==> src/core/bcs_pkg.sv <==
// Constants, enumerations and timing figures for the charge sequencer.
// Assumes a single 125 MHz clock; all long counts are derived here.

package bcs_pkg;

	// ----------------------------------------
	// Clock and time base
	// ----------------------------------------
	localparam int unsigned CLK_HZ = 125_000_000;
	localparam int unsigned TICK_CYC = CLK_HZ;
	localparam int unsigned TRICKLE_TIMEOUT_S = 1800;
	localparam int unsigned SAFETY_TIMER_S = 14400;
	localparam longint unsigned RECHARGE_FILT_NS = 1_300_000;
	localparam int unsigned RECHARGE_FILT_CYC =
		int'((RECHARGE_FILT_NS * CLK_HZ + 999_999_999) / 1_000_000_000);

	// ----------------------------------------
	// Status pin modulation
	// ----------------------------------------
	localparam int unsigned STATUS_PWM_HZ = 35_000;
	localparam int unsigned PWM_SLOTS = 16;
	localparam int unsigned PWM_SLOT_CYC = CLK_HZ / (STATUS_PWM_HZ * PWM_SLOTS);
	localparam logic [3:0] NTC_DUTY_LO = 4'h1;
	localparam logic [3:0] NTC_DUTY_HI = 4'hF;
	localparam logic [3:0] BAD_DUTY_LO = 4'h2;
	localparam logic [3:0] BAD_DUTY_HI = 4'hE;
	localparam longint unsigned NTC_BLINK_MILLIHZ = 1500;
	localparam longint unsigned BAD_BLINK_MILLIHZ = 6100;
	localparam int unsigned NTC_HALF_CYC =
		int'((64'(CLK_HZ) * 1000) / (2 * NTC_BLINK_MILLIHZ));
	localparam int unsigned BAD_HALF_CYC =
		int'((64'(CLK_HZ) * 1000) / (2 * BAD_BLINK_MILLIHZ));

	// ----------------------------------------
	// Enumerations
	// ----------------------------------------
	typedef enum logic [2:0] {
		CHG_OFF,
		CHG_TRICKLE,
		CHG_CC,
		CHG_CV,
		CHG_TERM,
		CHG_BADBATT
	} bcs_phase_t;

	typedef enum logic [1:0] {
		STAT_CHARGING,
		STAT_DONE,
		STAT_NTC,
		STAT_BAD
	} bcs_stat_t;

endpackage

==> src/core/bcs_charge_seq.sv <==
// Charge sequencer top: trickle, constant current, float, timers, status pin.
// Assumes comparator levels arrive as logic inputs, asynchronous to clk.
`timescale 1ns/1ns

module bcs_charge_seq #(
	parameter int unsigned TICK_CYC = bcs_pkg::TICK_CYC,
	parameter int unsigned TRICKLE_TIMEOUT_S = bcs_pkg::TRICKLE_TIMEOUT_S,
	parameter int unsigned SAFETY_TIMER_S = bcs_pkg::SAFETY_TIMER_S,
	parameter int unsigned RECHARGE_FILT_CYC = bcs_pkg::RECHARGE_FILT_CYC,
	parameter int unsigned NTC_HALF_CYC = bcs_pkg::NTC_HALF_CYC,
	parameter int unsigned BAD_HALF_CYC = bcs_pkg::BAD_HALF_CYC
) (
	// Clock and reset
	input wire logic clk,
	input wire logic srst,
	// Battery comparators
	input wire logic battBelowTrickle,
	input wire logic battAtFloat,
	input wire logic battBelowRecharge,
	input wire logic chargeUnderTenth,
	// Input supply comparators
	input wire logic vbusRiseOk,
	input wire logic vbusFallBad,
	input wire logic inputCurrentLimit,
	// Temperature and mode
	input wire logic temperatureFault,
	input wire logic suspendSel,
	// Regulator controls
	output logic switcherEn,
	output logic suspendLdoEn,
	output logic chargeEn,
	output logic chargeFullCurrent,
	output bcs_pkg::bcs_phase_t chargePhase,
	// Open-drain status pin
	input wire logic chargeStatusIn,
	output logic chargeStatusOut,
	output logic chargeStatusOutOe
);

	logic [8:0] rawIn;
	logic [8:0] syncIn;
	logic sBelowTrickle;
	logic sAtFloat;
	logic sBelowRecharge;
	logic sUnderTenth;
	logic sRiseOk;
	logic sFallBad;
	logic sCurLimit;
	logic sTempFault;
	logic sSuspend;

	logic inputOk_r;
	logic inputOkPrev_r;
	logic restart;
	logic [31:0] tickCnt_r;
	logic secTick;
	logic [31:0] phaseSec_r;
	logic [31:0] safetySec_r;
	logic [31:0] rechFilt_r;
	logic rechLong;
	logic doneSeen_r;
	bcs_pkg::bcs_phase_t phase_r;
	bcs_pkg::bcs_phase_t phase_nxt;
	bcs_pkg::bcs_stat_t stat_r;
	logic statusPullLow;

	// ----------------------------------------
	// Phase decoding
	// ----------------------------------------
	// Phases in which the charger may deliver current
	function automatic logic isChargingPhase(input bcs_pkg::bcs_phase_t p);
		return p == bcs_pkg::CHG_TRICKLE || p == bcs_pkg::CHG_CC || p == bcs_pkg::CHG_CV;
	endfunction

	// ----------------------------------------
	// Input synchronisation
	// ----------------------------------------
	always_comb begin
		rawIn = {battBelowTrickle, battAtFloat, battBelowRecharge, chargeUnderTenth,
			vbusRiseOk, vbusFallBad, inputCurrentLimit, temperatureFault, suspendSel};
	end

	bcs_sync #(
		.WIDTH(9)
	) uSync (
		.clk(clk),
		.srst(srst),
		.rawIn(rawIn),
		.syncOut(syncIn)
	);

	always_comb begin
		{sBelowTrickle, sAtFloat, sBelowRecharge, sUnderTenth,
			sRiseOk, sFallBad, sCurLimit, sTempFault, sSuspend} = syncIn;
	end

	// ----------------------------------------
	// Input supply lockout and regulators
	// ----------------------------------------
	// Hysteresis: turning on needs the stricter window, off the looser one
	always_ff @(posedge clk) begin
		if (srst) begin
			inputOk_r <= 1'b0;
		end else if (sFallBad) begin
			inputOk_r <= 1'b0;
		end else if (sRiseOk) begin
			inputOk_r <= 1'b1;
		end
	end

	always_ff @(posedge clk) begin
		if (srst) begin
			inputOkPrev_r <= 1'b0;
		end else begin
			inputOkPrev_r <= inputOk_r;
		end
	end

	// Rising input restarts the whole cycle
	assign restart = inputOk_r & ~inputOkPrev_r;

	// Both enables decode the same terms, so they never overlap
	always_ff @(posedge clk) begin
		if (srst) begin
			switcherEn <= 1'b0;
			suspendLdoEn <= 1'b0;
		end else begin
			switcherEn <= inputOk_r & ~sSuspend;
			suspendLdoEn <= sSuspend & ~(inputOk_r & ~sSuspend);
		end
	end

	// ----------------------------------------
	// One-second time base
	// ----------------------------------------
	always_ff @(posedge clk) begin
		if (srst || tickCnt_r == 32'(TICK_CYC - 1)) begin
			tickCnt_r <= '0;
		end else begin
			tickCnt_r <= tickCnt_r + 32'h1;
		end
	end

	assign secTick = (tickCnt_r == 32'(TICK_CYC - 1));

	// ----------------------------------------
	// Recharge dip filter
	// ----------------------------------------
	// Brief dips are ignored; only a continuous dip counts
	always_ff @(posedge clk) begin
		if (srst || !sBelowRecharge) begin
			rechFilt_r <= '0;
		end else if (!rechLong) begin
			rechFilt_r <= rechFilt_r + 32'h1;
		end
	end

	assign rechLong = (rechFilt_r > 32'(RECHARGE_FILT_CYC));

	// ----------------------------------------
	// Phase sequencing
	// ----------------------------------------
	always_comb begin
		phase_nxt = phase_r;
		if (!inputOk_r) begin
			phase_nxt = bcs_pkg::CHG_OFF;
		end else if (restart) begin
			phase_nxt = sBelowTrickle ? bcs_pkg::CHG_TRICKLE : bcs_pkg::CHG_CC;
		end else begin
			unique case (phase_r)
				bcs_pkg::CHG_OFF: phase_nxt = bcs_pkg::CHG_OFF;
				bcs_pkg::CHG_TRICKLE: begin
					if (!sBelowTrickle) begin
						phase_nxt = bcs_pkg::CHG_CC;
					end else if (phaseSec_r >= 32'(TRICKLE_TIMEOUT_S)) begin
						phase_nxt = bcs_pkg::CHG_BADBATT;
					end
				end
				bcs_pkg::CHG_CC: begin
					if (sAtFloat) begin
						phase_nxt = bcs_pkg::CHG_CV;
					end
				end
				bcs_pkg::CHG_CV: begin
					if (safetySec_r >= 32'(SAFETY_TIMER_S)) begin
						phase_nxt = bcs_pkg::CHG_TERM;
					end
				end
				bcs_pkg::CHG_TERM: begin
					if (rechLong) begin
						phase_nxt = sBelowTrickle ? bcs_pkg::CHG_TRICKLE : bcs_pkg::CHG_CC;
					end
				end
				bcs_pkg::CHG_BADBATT: phase_nxt = bcs_pkg::CHG_BADBATT;
			endcase
		end
	end

	always_ff @(posedge clk) begin
		if (srst) begin
			phase_r <= bcs_pkg::CHG_OFF;
		end else begin
			phase_r <= phase_nxt;
		end
	end

	// ----------------------------------------
	// Trickle timeout
	// ----------------------------------------
	always_ff @(posedge clk) begin
		if (srst || phase_nxt != phase_r) begin
			phaseSec_r <= '0;
		end else if (secTick && phase_r == bcs_pkg::CHG_TRICKLE) begin
			phaseSec_r <= phaseSec_r + 32'h1;
		end
	end

	// ----------------------------------------
	// Safety timer
	// ----------------------------------------
	// Starts at float entry; frozen while temperature is out of range
	always_ff @(posedge clk) begin
		if (srst || phase_r != bcs_pkg::CHG_CV) begin
			safetySec_r <= '0;
		end else if (rechLong) begin
			safetySec_r <= '0;
		end else if (secTick && !sTempFault) begin
			safetySec_r <= safetySec_r + 32'h1;
		end
	end

	// ----------------------------------------
	// Charge current commands
	// ----------------------------------------
	always_ff @(posedge clk) begin
		if (srst) begin
			chargeEn <= 1'b0;
			chargeFullCurrent <= 1'b0;
			chargePhase <= bcs_pkg::CHG_OFF;
		end else begin
			chargePhase <= phase_r;
			chargeEn <= isChargingPhase(phase_r) && !sTempFault;
			chargeFullCurrent <= (phase_r == bcs_pkg::CHG_CC ||
				phase_r == bcs_pkg::CHG_CV);
		end
	end

	// ----------------------------------------
	// End-of-charge detection
	// ----------------------------------------
	// Current limit starves the charger, so low current then means nothing
	always_ff @(posedge clk) begin
		if (srst || phase_r != bcs_pkg::CHG_CV) begin
			doneSeen_r <= 1'b0;
		end else if (sAtFloat && sUnderTenth && !sCurLimit) begin
			doneSeen_r <= 1'b1;
		end
	end

	// ----------------------------------------
	// Status selection
	// ----------------------------------------
	always_ff @(posedge clk) begin
		if (srst) begin
			stat_r <= bcs_pkg::STAT_DONE;
		end else if (phase_r == bcs_pkg::CHG_BADBATT) begin
			stat_r <= bcs_pkg::STAT_BAD;
		end else if (sTempFault && isChargingPhase(phase_r)) begin
			stat_r <= bcs_pkg::STAT_NTC;
		end else if (phase_r == bcs_pkg::CHG_OFF || phase_r == bcs_pkg::CHG_TERM ||
			doneSeen_r) begin
			stat_r <= bcs_pkg::STAT_DONE;
		end else begin
			stat_r <= bcs_pkg::STAT_CHARGING;
		end
	end

	bcs_status_pwm #(
		.SLOT_CYC(bcs_pkg::PWM_SLOT_CYC),
		.NTC_HALF(NTC_HALF_CYC),
		.BAD_HALF(BAD_HALF_CYC)
	) uStatus (
		.clk(clk),
		.srst(srst),
		.mode(stat_r),
		.pullLow(statusPullLow)
	);

	// ----------------------------------------
	// Open-drain pin
	// ----------------------------------------
	// Pin level is never driven high; readback is not needed
	always_ff @(posedge clk) begin
		if (srst) begin
			chargeStatusOut <= 1'b0;
		end else begin
			chargeStatusOut <= 1'b0 & chargeStatusIn;
		end
	end

	assign chargeStatusOutOe = statusPullLow;

endmodule

==> src/core/bcs_sync.sv <==
// Two-flop synchroniser for a vector of comparator levels.
// Assumes levels change slowly compared with the clock.
`timescale 1ns/1ns

module bcs_sync #(
	parameter int WIDTH = 8
) (
	// Clock and reset
	input wire logic clk,
	input wire logic srst,
	// Levels
	input wire logic [WIDTH-1:0] rawIn,
	output logic [WIDTH-1:0] syncOut
);

	logic [WIDTH-1:0] stage1_r;

	// First stage feeds only the second
	always_ff @(posedge clk) begin
		if (srst) begin
			stage1_r <= '0;
			syncOut <= '0;
		end else begin
			stage1_r <= rawIn;
			syncOut <= stage1_r;
		end
	end

endmodule

==> src/core/bcs_status_pwm.sv <==
// Status pin encoder: steady low, released, or 35 kHz blinking patterns.
// Assumes the mode input is registered by the caller.
`timescale 1ns/1ns

module bcs_status_pwm #(
	parameter int unsigned SLOT_CYC = bcs_pkg::PWM_SLOT_CYC,
	parameter int unsigned NTC_HALF = bcs_pkg::NTC_HALF_CYC,
	parameter int unsigned BAD_HALF = bcs_pkg::BAD_HALF_CYC
) (
	// Clock and reset
	input wire logic clk,
	input wire logic srst,
	// Mode
	input wire bcs_pkg::bcs_stat_t mode,
	// Pin drive, high pulls the pin low
	output logic pullLow
);

	logic [15:0] slotCnt_r;
	logic [3:0] slotIdx_r;
	logic [31:0] blinkCnt_r;
	logic blinkHi_r;
	logic [31:0] halfCyc;
	logic [3:0] duty;

	// ----------------------------------------
	// 35 kHz carrier, sixteen slots a period
	// ----------------------------------------
	always_ff @(posedge clk) begin
		if (srst) begin
			slotCnt_r <= '0;
			slotIdx_r <= '0;
		end else if (slotCnt_r == 16'(SLOT_CYC - 1)) begin
			slotCnt_r <= '0;
			slotIdx_r <= slotIdx_r + 4'h1;
		end else begin
			slotCnt_r <= slotCnt_r + 16'h0001;
		end
	end

	// ----------------------------------------
	// Blink phase, half period each
	// ----------------------------------------
	always_comb begin
		halfCyc = (mode == bcs_pkg::STAT_BAD) ? 32'(BAD_HALF) : 32'(NTC_HALF);
	end

	always_ff @(posedge clk) begin
		if (srst) begin
			blinkCnt_r <= '0;
			blinkHi_r <= 1'b0;
		end else if (blinkCnt_r >= halfCyc - 32'h1) begin
			blinkCnt_r <= '0;
			blinkHi_r <= ~blinkHi_r;
		end else begin
			blinkCnt_r <= blinkCnt_r + 32'h1;
		end
	end

	always_comb begin
		if (mode == bcs_pkg::STAT_BAD) begin
			duty = blinkHi_r ? bcs_pkg::BAD_DUTY_HI : bcs_pkg::BAD_DUTY_LO;
		end else begin
			duty = blinkHi_r ? bcs_pkg::NTC_DUTY_HI : bcs_pkg::NTC_DUTY_LO;
		end
	end

	// ----------------------------------------
	// Pin drive
	// ----------------------------------------
	always_ff @(posedge clk) begin
		if (srst) begin
			pullLow <= 1'b0;
		end else begin
			unique case (mode)
				bcs_pkg::STAT_CHARGING: pullLow <= 1'b1;
				bcs_pkg::STAT_DONE: pullLow <= 1'b0;
				bcs_pkg::STAT_NTC,
				bcs_pkg::STAT_BAD: pullLow <= (slotIdx_r < duty);
			endcase
		end
	end

endmodule

==> config.mk <==
export PLATFORM = sky130hd
export DESIGN_NAME = bcs_charge_seq
export DESIGN_NICKNAME = d
export VERILOG_FILES = /design/src/core/bcs_pkg.sv /design/src/core/bcs_charge_seq.sv /design/src/core/bcs_sync.sv /design/src/core/bcs_status_pwm.sv
export SDC_FILE = /design/constraint.sdc
export NUM_CORES = 1
export LEC_CHECK = 0
export ABC_AREA = 1
export BUFFER_PORTS_ARGS = -buffer_cell sky130_fd_sc_hd__buf_2
export CORE_ASPECT_RATIO = 0.7
export CORE_MARGIN = 3
export CORE_UTILIZATION = 45
export CTS_CLUSTER_SIZE = 10
export DETAILED_ROUTE_END_ITERATION = 10
export SLEW_MARGIN = 25
export SYNTH_ARGS = -nofsm -noshare
export SYNTH_HDL_FRONTEND = slang
export SYNTH_SLANG_ARGS = --single-unit
==> constraint.sdc <==
create_clock -name clk -period 3.35 [get_ports clk]
set_input_delay 0.1675 -clock clk [delete_from_list [all_inputs] [get_ports clk]]
set_output_delay 0.1675 -clock clk [all_outputs]
set_load 0.05 [all_outputs]
Word level (Yosys, flattened, before mapping)
Cells that the tools add are included.

operators by class
  add/subtract/negate cells = 8
  bitwise logic cells = 7
  reduce and logical (&&, ||, !) cells = 26
  magnitude comparators = 5
  muxes and demuxes = 17
  equal/unequal tests = 12

operators with widths
  cell                                                                                count
  32-bit by 1-bit adder with 32-bit output (second input constant)                    5
  32-bit by 27-bit == test with 1-bit output (second input constant)                  1
  32-bit by 11-bit >= comparator with 1-bit output (second input constant)            1
  32-bit by 14-bit >= comparator with 1-bit output (second input constant)            1
  32-bit >= comparator                                                                1
  32-bit by 18-bit greater-than comparator with 1-bit output (second input constant)  1
  32-bit by 1-bit subtractor with 32-bit output (second input constant)               1
  26-bit two-way mux                                                                  1
  3-bit two-way mux                                                                   7
  3-bit one-hot mux with 6 select lines                                               1
  16-bit by 1-bit adder with 16-bit output (second input constant)                    1
  16-bit by 8-bit == test with 1-bit output (second input constant)                   1
  4-bit two-way mux                                                                   3
  2-bit OR reduction                                                                  6
  1-bit logical OR                                                                    9
  3-bit by 2-bit == test with 1-bit output (second input constant)                    2
  3-bit == test (second input constant)                                               2
  1-bit logical AND                                                                   6
  2-bit two-way mux                                                                   3
  4-bit by 1-bit adder with 4-bit output (second input constant)                      1
  2-bit == test (second input constant)                                               2
  4-bit < comparator                                                                  1
  1-bit inverter                                                                      4
  1-bit AND                                                                           3
  other kinds (9)                                                                     11

storage, ports and cells
  register bits = 215
  input port bits = 12
  word-level logic and storage cells = 97

Logic depth before layout (Yosys ltp)
  word-level depth = 8
  mapped depth = 18

Cells and area by module
Synthesis repeated with hierarchy kept, for this count alone.

unflattened totals
  cells, all modules = 1529
  area total of the unflattened synthesis = 10965.5 µm²

by module, submodules not included
  module          area each (µm²)  cells each  times used
  bcs_charge_seq  7432.1           1051        1
  bcs_status_pwm  3011.6           422         1
  bcs_sync        521.8            56          1

Worst setup path after synthesis
OpenSTA, ideal clock, no wires.

  path type = reg-to-reg
  from = register stat_r[1]
  to = register uStatus.blinkCnt_r[19]
  library setup time = 128 ps
  stages on the path, launching flop included = 14
  arrival = 2301 ps
  period minus slack after synthesis = 2428 ps
  setup slack = 922 ps
  cell sequence = dfxtp_1 > nand2_1 > inv_1 > ha_1 > inv_1 > nor4_1 > inv_1 > o21ai_0 > nand2_1 > nand4_1 > nand2_1 > nand4_1 > clkbuf_1 > nor2_1

on the way
  word-level cells in the longest chain between the ends = 5

ends and longest elaborated chain
  element                                        line                   source
  from (decl)                                    bcs_charge_seq.sv:64   bcs_pkg::bcs_stat_t stat_r;
  from (signal assigned)                         bcs_charge_seq.sv:265  stat_r <= bcs_pkg::STAT_DONE;
  from (signal assigned)                         bcs_charge_seq.sv:267  stat_r <= bcs_pkg::STAT_BAD;
  from (signal assigned)                         bcs_charge_seq.sv:269  stat_r <= bcs_pkg::STAT_NTC;
  2-bit == test                                  bcs_status_pwm.sv:45   halfCyc = (mode == bcs_pkg::STAT_BAD) ? 32'(BAD_HALF) : 32'(NTC_HALF);
  26-bit two-way mux                             bcs_status_pwm.sv:45
  32-bit by 1-bit subtractor with 32-bit output  bcs_status_pwm.sv:52   end else if (blinkCnt_r >= halfCyc - 32'h1) begin
  32-bit >= comparator                           bcs_status_pwm.sv:52
  2-bit OR reduction (no source line)            --
  to (signal assigned)                           bcs_status_pwm.sv:56   blinkCnt_r <= blinkCnt_r + 32'h1;
  to (decl)                                      bcs_status_pwm.sv:21   logic [31:0] blinkCnt_r;

Every way passes these cells.
A chain may end at the register's enable or synchronous reset.

Final worst setup path
  from = register stat_r[1]
  to = register uStatus.blinkCnt_r[4]

Same word-level chain as after synthesis.

==> flow_metrics.env <==
export IMPL_worstMarginPinSlew_ns=0.8954
export IMPL_slew_headroom_pct=39.85
export IMPL_synth_seq_cells=215
export IMPL_dp_final_hpwl_mm=16.37
export IMPL_clkTransAtPathRegs_ns=0.05
export IMPL_hold_violations=0
export IMPL_routabilityCongestion=0.8401
export IMPL_grt_pass1_wl_mm=37.85
export IMPL_seq_area_frac_synth_pct=40.23
export IMPL_ctsResizeCount=0
export IMPL_drt_wl_total_mm=22.13
export IMPL_fin_crit_ns=2.702
export IMPL_r2r_cells=8
export IMPL_worstSetupStartpointType="flip-flop"
export IMPL_finClkSkew_ns=0.008589
export IMPL_drc=0
export IMPL_rr_endpoint="uStatus.blinkCnt_r[4]"
export IMPL_syn_area_um2=10700
export IMPL_numCtsBuffers=25
export IMPL_yosysWarnings=0
export IMPL_hold_ws_ns=0.1727
export IMPL_tns_ns=0
export IMPL_rsz0062_at_grt="no"
export IMPL_cts_sinks=215
export IMPL_arrival_ns=3.12
export IMPL_post_cts_setup_buffers=0
export IMPL_cts_hold_buf=9
export IMPL_h_tree_depth=1
export IMPL_max_cap_violations=0
export IMPL_crit_start="stat_r[1]"
export IMPL_grt_overflow_total=0
export IMPL_crit_path_end_kind="flip-flop"
export IMPL_portBuffers=18
export IMPL_hold_class="in -> reg"
export IMPL_drtIter0Drc=512
export IMPL_drive_above_1_share_pct=8.231
export IMPL_fmaxAchievable_mhz=370.1
export IMPL_max_stage_delay_ns=0.40
export IMPL_slowest_stage="a2111o_1"
export IMPL_worstPathMaxFanout=10
export IMPL_vias=9057
export IMPL_firstDrtPassIters=5
export IMPL_fin_crit_sh_pct=80.66
export IMPL_setup_viol=0
export IMPL_vdd_ir_drop_max_uv=405.0
export IMPL_core_area_um2=23020
export IMPL_postSynthCellCount=1493
export IMPL_start_util_pct=46.47
export IMPL_path_class="reg -> reg"
export IMPL_crit_path_cell_trace="nand2_1 > inv_1 > ha_1 > a2111o_1 > nor3_1 > nand4_1 > buf_4 > nor3b_1"
export IMPL_cts_tree="yes"
export IMPL_regToRegStartpoint="stat_r[1]"
export IMPL_via_per_inst=4.882
export IMPL_worstPathRequired_ns=3.77
export IMPL_slew_violations=0
export IMPL_endpoint="uStatus.blinkCnt_r[4]"
export IMPL_syn_to_final_growth_pct=11.41
export IMPL_insertion_delay_ns=0.51
export IMPL_nNetsFinal=1584
export IMPL_synth_distinct_cells=48
export IMPL_grt_max_degree=35
export IMPL_num_rows=46
export IMPL_die_width_um=190.3
export IMPL_io_pins=21
export IMPL_routedWlPerCell_um=11.93
export IMPL_status="finished, final reports clean"
export IMPL_die_y_um=135.0
export IMPL_antenna_found_initial=0
export IMPL_first_global_vias=7941
export IMPL_power_density_nw_per_um2=419.6
export IMPL_rrSetupSlack_ns=0.65
export IMPL_cts_root_buf="clkbuf_16"
export IMPL_antennaDiodeCount=0
export IMPL_cts_path_max_buffers=3
export IMPL_utilization_pct=51.78
export IMPL_antenna_left=0
export IMPL_track_usage_pct=17.38
export IMPL_die_area_um2=25690
export IMPL_postSynthAreaPerCell_um2=7.166
export IMPL_p_leak_nw=4.534
## Yosys cell counts, drive strengths merged
master    n  share of area (%)
a21o      1              0.070
xnor2    13                1.1
nor3b    18                1.3
o21ba     2               0.19
o211ai    1              0.070
mux2      4               0.42
clkinv    3               0.11
o31ai     1              0.070
xor2     41                3.4
a21oi    80                3.7
and3      1              0.059
o21a     10               0.70
a2111o    1               0.11
clkbuf   14               0.49
nand4    60                3.8
inv     259                9.1
nor2    255                 10
nor3     77                4.0
nand2   245                8.9
a31oi     3               0.18
nor4     27                1.8
o21bai    4               0.28
o21ai    43                2.0
a211oi    3               0.21
ha       31                3.6
dfxtp   215                 40
or2       6               0.35
conb      1              0.035
nand3    67                3.4
nand3b    1              0.070
buf       6               0.32
## flip-flops by register name, indices dropped and copies added, names as in the netlist, 2 cells and up
| name | flops |
|---|---|
| tickCnt_r | 32 |
| chargePhase | 3 |
| uStatus.slotIdx_r | 4 |
| uStatus.blinkCnt_r | 32 |
| uSync.stage1_r | 9 |
| phase_r | 3 |
| safetySec_r | 32 |
| stat_r | 2 |
| phaseSec_r | 32 |
| uSync.syncOut | 9 |
| rechFilt_r | 32 |
| uStatus.slotCnt_r | 16 |
## worst max-delay path, delay by kind of cell (launching register included)
kind	cells	cell delay, ns
and+or+nand+nor	4	0.95
AOI/OAI and AO/OA	1	0.40
DFF	1	0.34
adders and majority gates	1	0.32
buffers and inverters	2	0.60
## layer usage
| layer | wire length (µm) | track usage (%) | share of wire [%] | vias to the layer above |
|---|---|---|---|---|
| met5 | 0 | 0 | 0 | - |
| met4 | 472 | 4.155 | 2.1 | 0 |
| met1 | 12440 | 27.87 | 56 | 4020 |
| li1 | - | - | - | 4883 |
| met3 | 849 | 2.750 | 3.8 | 32 |
| met2 | 8367 | 23.95 | 38 | 122 |
## report_power, final
part | leakage [nW] | total, mW | switching (mW) | internal (mW)
Combinational | 2.48 | 0.105 | 0.0695 | 0.0353
Clock | 0.319 | 2.30 | 0.959 | 1.34
Sequential | 1.74 | 2.60 | 0.0141 | 2.58
Total | 4.53 | 5.00 | 1.04 | 3.96
## stage by stage
| stage | cell area (µm²) | power, mW | worst slack (ns) | instances |
|---|---|---|---|---|
| after floorplan | 10720 | 2.720 | 0.9219 | 1498 |
| after global placement | 11180 | 2.748 | 0.6769 | 1817 |
| after detailed placement | 11180 | 2.750 | 0.5883 | 1817 |
| after CTS | 11920 | 5.077 | 0.5832 | 1855 |
| after global routing | 11920 | 5.195 | 0.3080 | 1855 |
| final | 11920 | 5.001 | 0.6477 | 1855 |
## worst min path at each step
stage	start	to	slack, ns	cells after the start
finish	srst	uSync.stage1_r[8]	0.17	2
global route	srst	uSync.syncOut[2]	0.22	2
CTS	srst	uSync.stage1_r[8]	0.17	2
detailed placement	vbusRiseOk	uSync.stage1_r[4]	0.37	3
global placement	inputCurrentLimit	uSync.stage1_r[2]	0.37	3
floorplan	suspendSel	uSync.stage1_r[0]	0.27	2
## area by class of cell
| cell class | instances | area (µm²) |
|---|---|---|
| flip-flops and latches | 215 | 4304 |
| clock buffers | 29 | 650.6 |
| inverters | 262 | 983.4 |
| well taps | 312 | 390.4 |
| fillers | 2278 | 11100 |
| multi-input cells | 1001 | 5344 |
| repair buffers | 36 | 247.7 |
## placed cells by master (no fill, tap or decap), drive strengths merged
cell type / n
a21o: 1
o21a: 10
o21ba: 2
nand2: 245
dlygate4sd3: 9
a21oi: 80
xnor2: 13
inv: 259
nor2: 255
and3: 1
o21ai: 43
nor4: 27
nand4: 60
a2111o: 1
ha: 31
a31oi: 3
mux2: 4
nor3: 77
o211ai: 1
nand3b: 1
buf: 27
o31ai: 1
or2: 6
conb: 6
nor3b: 18
clkbuf: 29
dfxtp: 215
xor2: 41
o21bai: 4
clkinv: 3
nand3: 67
a211oi: 3
## kinds of logic after synthesis
kind of cell | Yosys count | share of synthesized area (%)
and+or+nand+nor | 757 | 33.65
buffers and inverters | 282 | 9.999
DFF | 215 | 40.23
AOI/OAI and AO/OA | 149 | 7.625
xor gates and xnor gates | 54 | 4.421
adders and majority gates | 31 | 3.625
muxes | 4 | 0.4210
other | 1 | 0.03505
No activity file was read; power rests on OpenSTA's default activity.
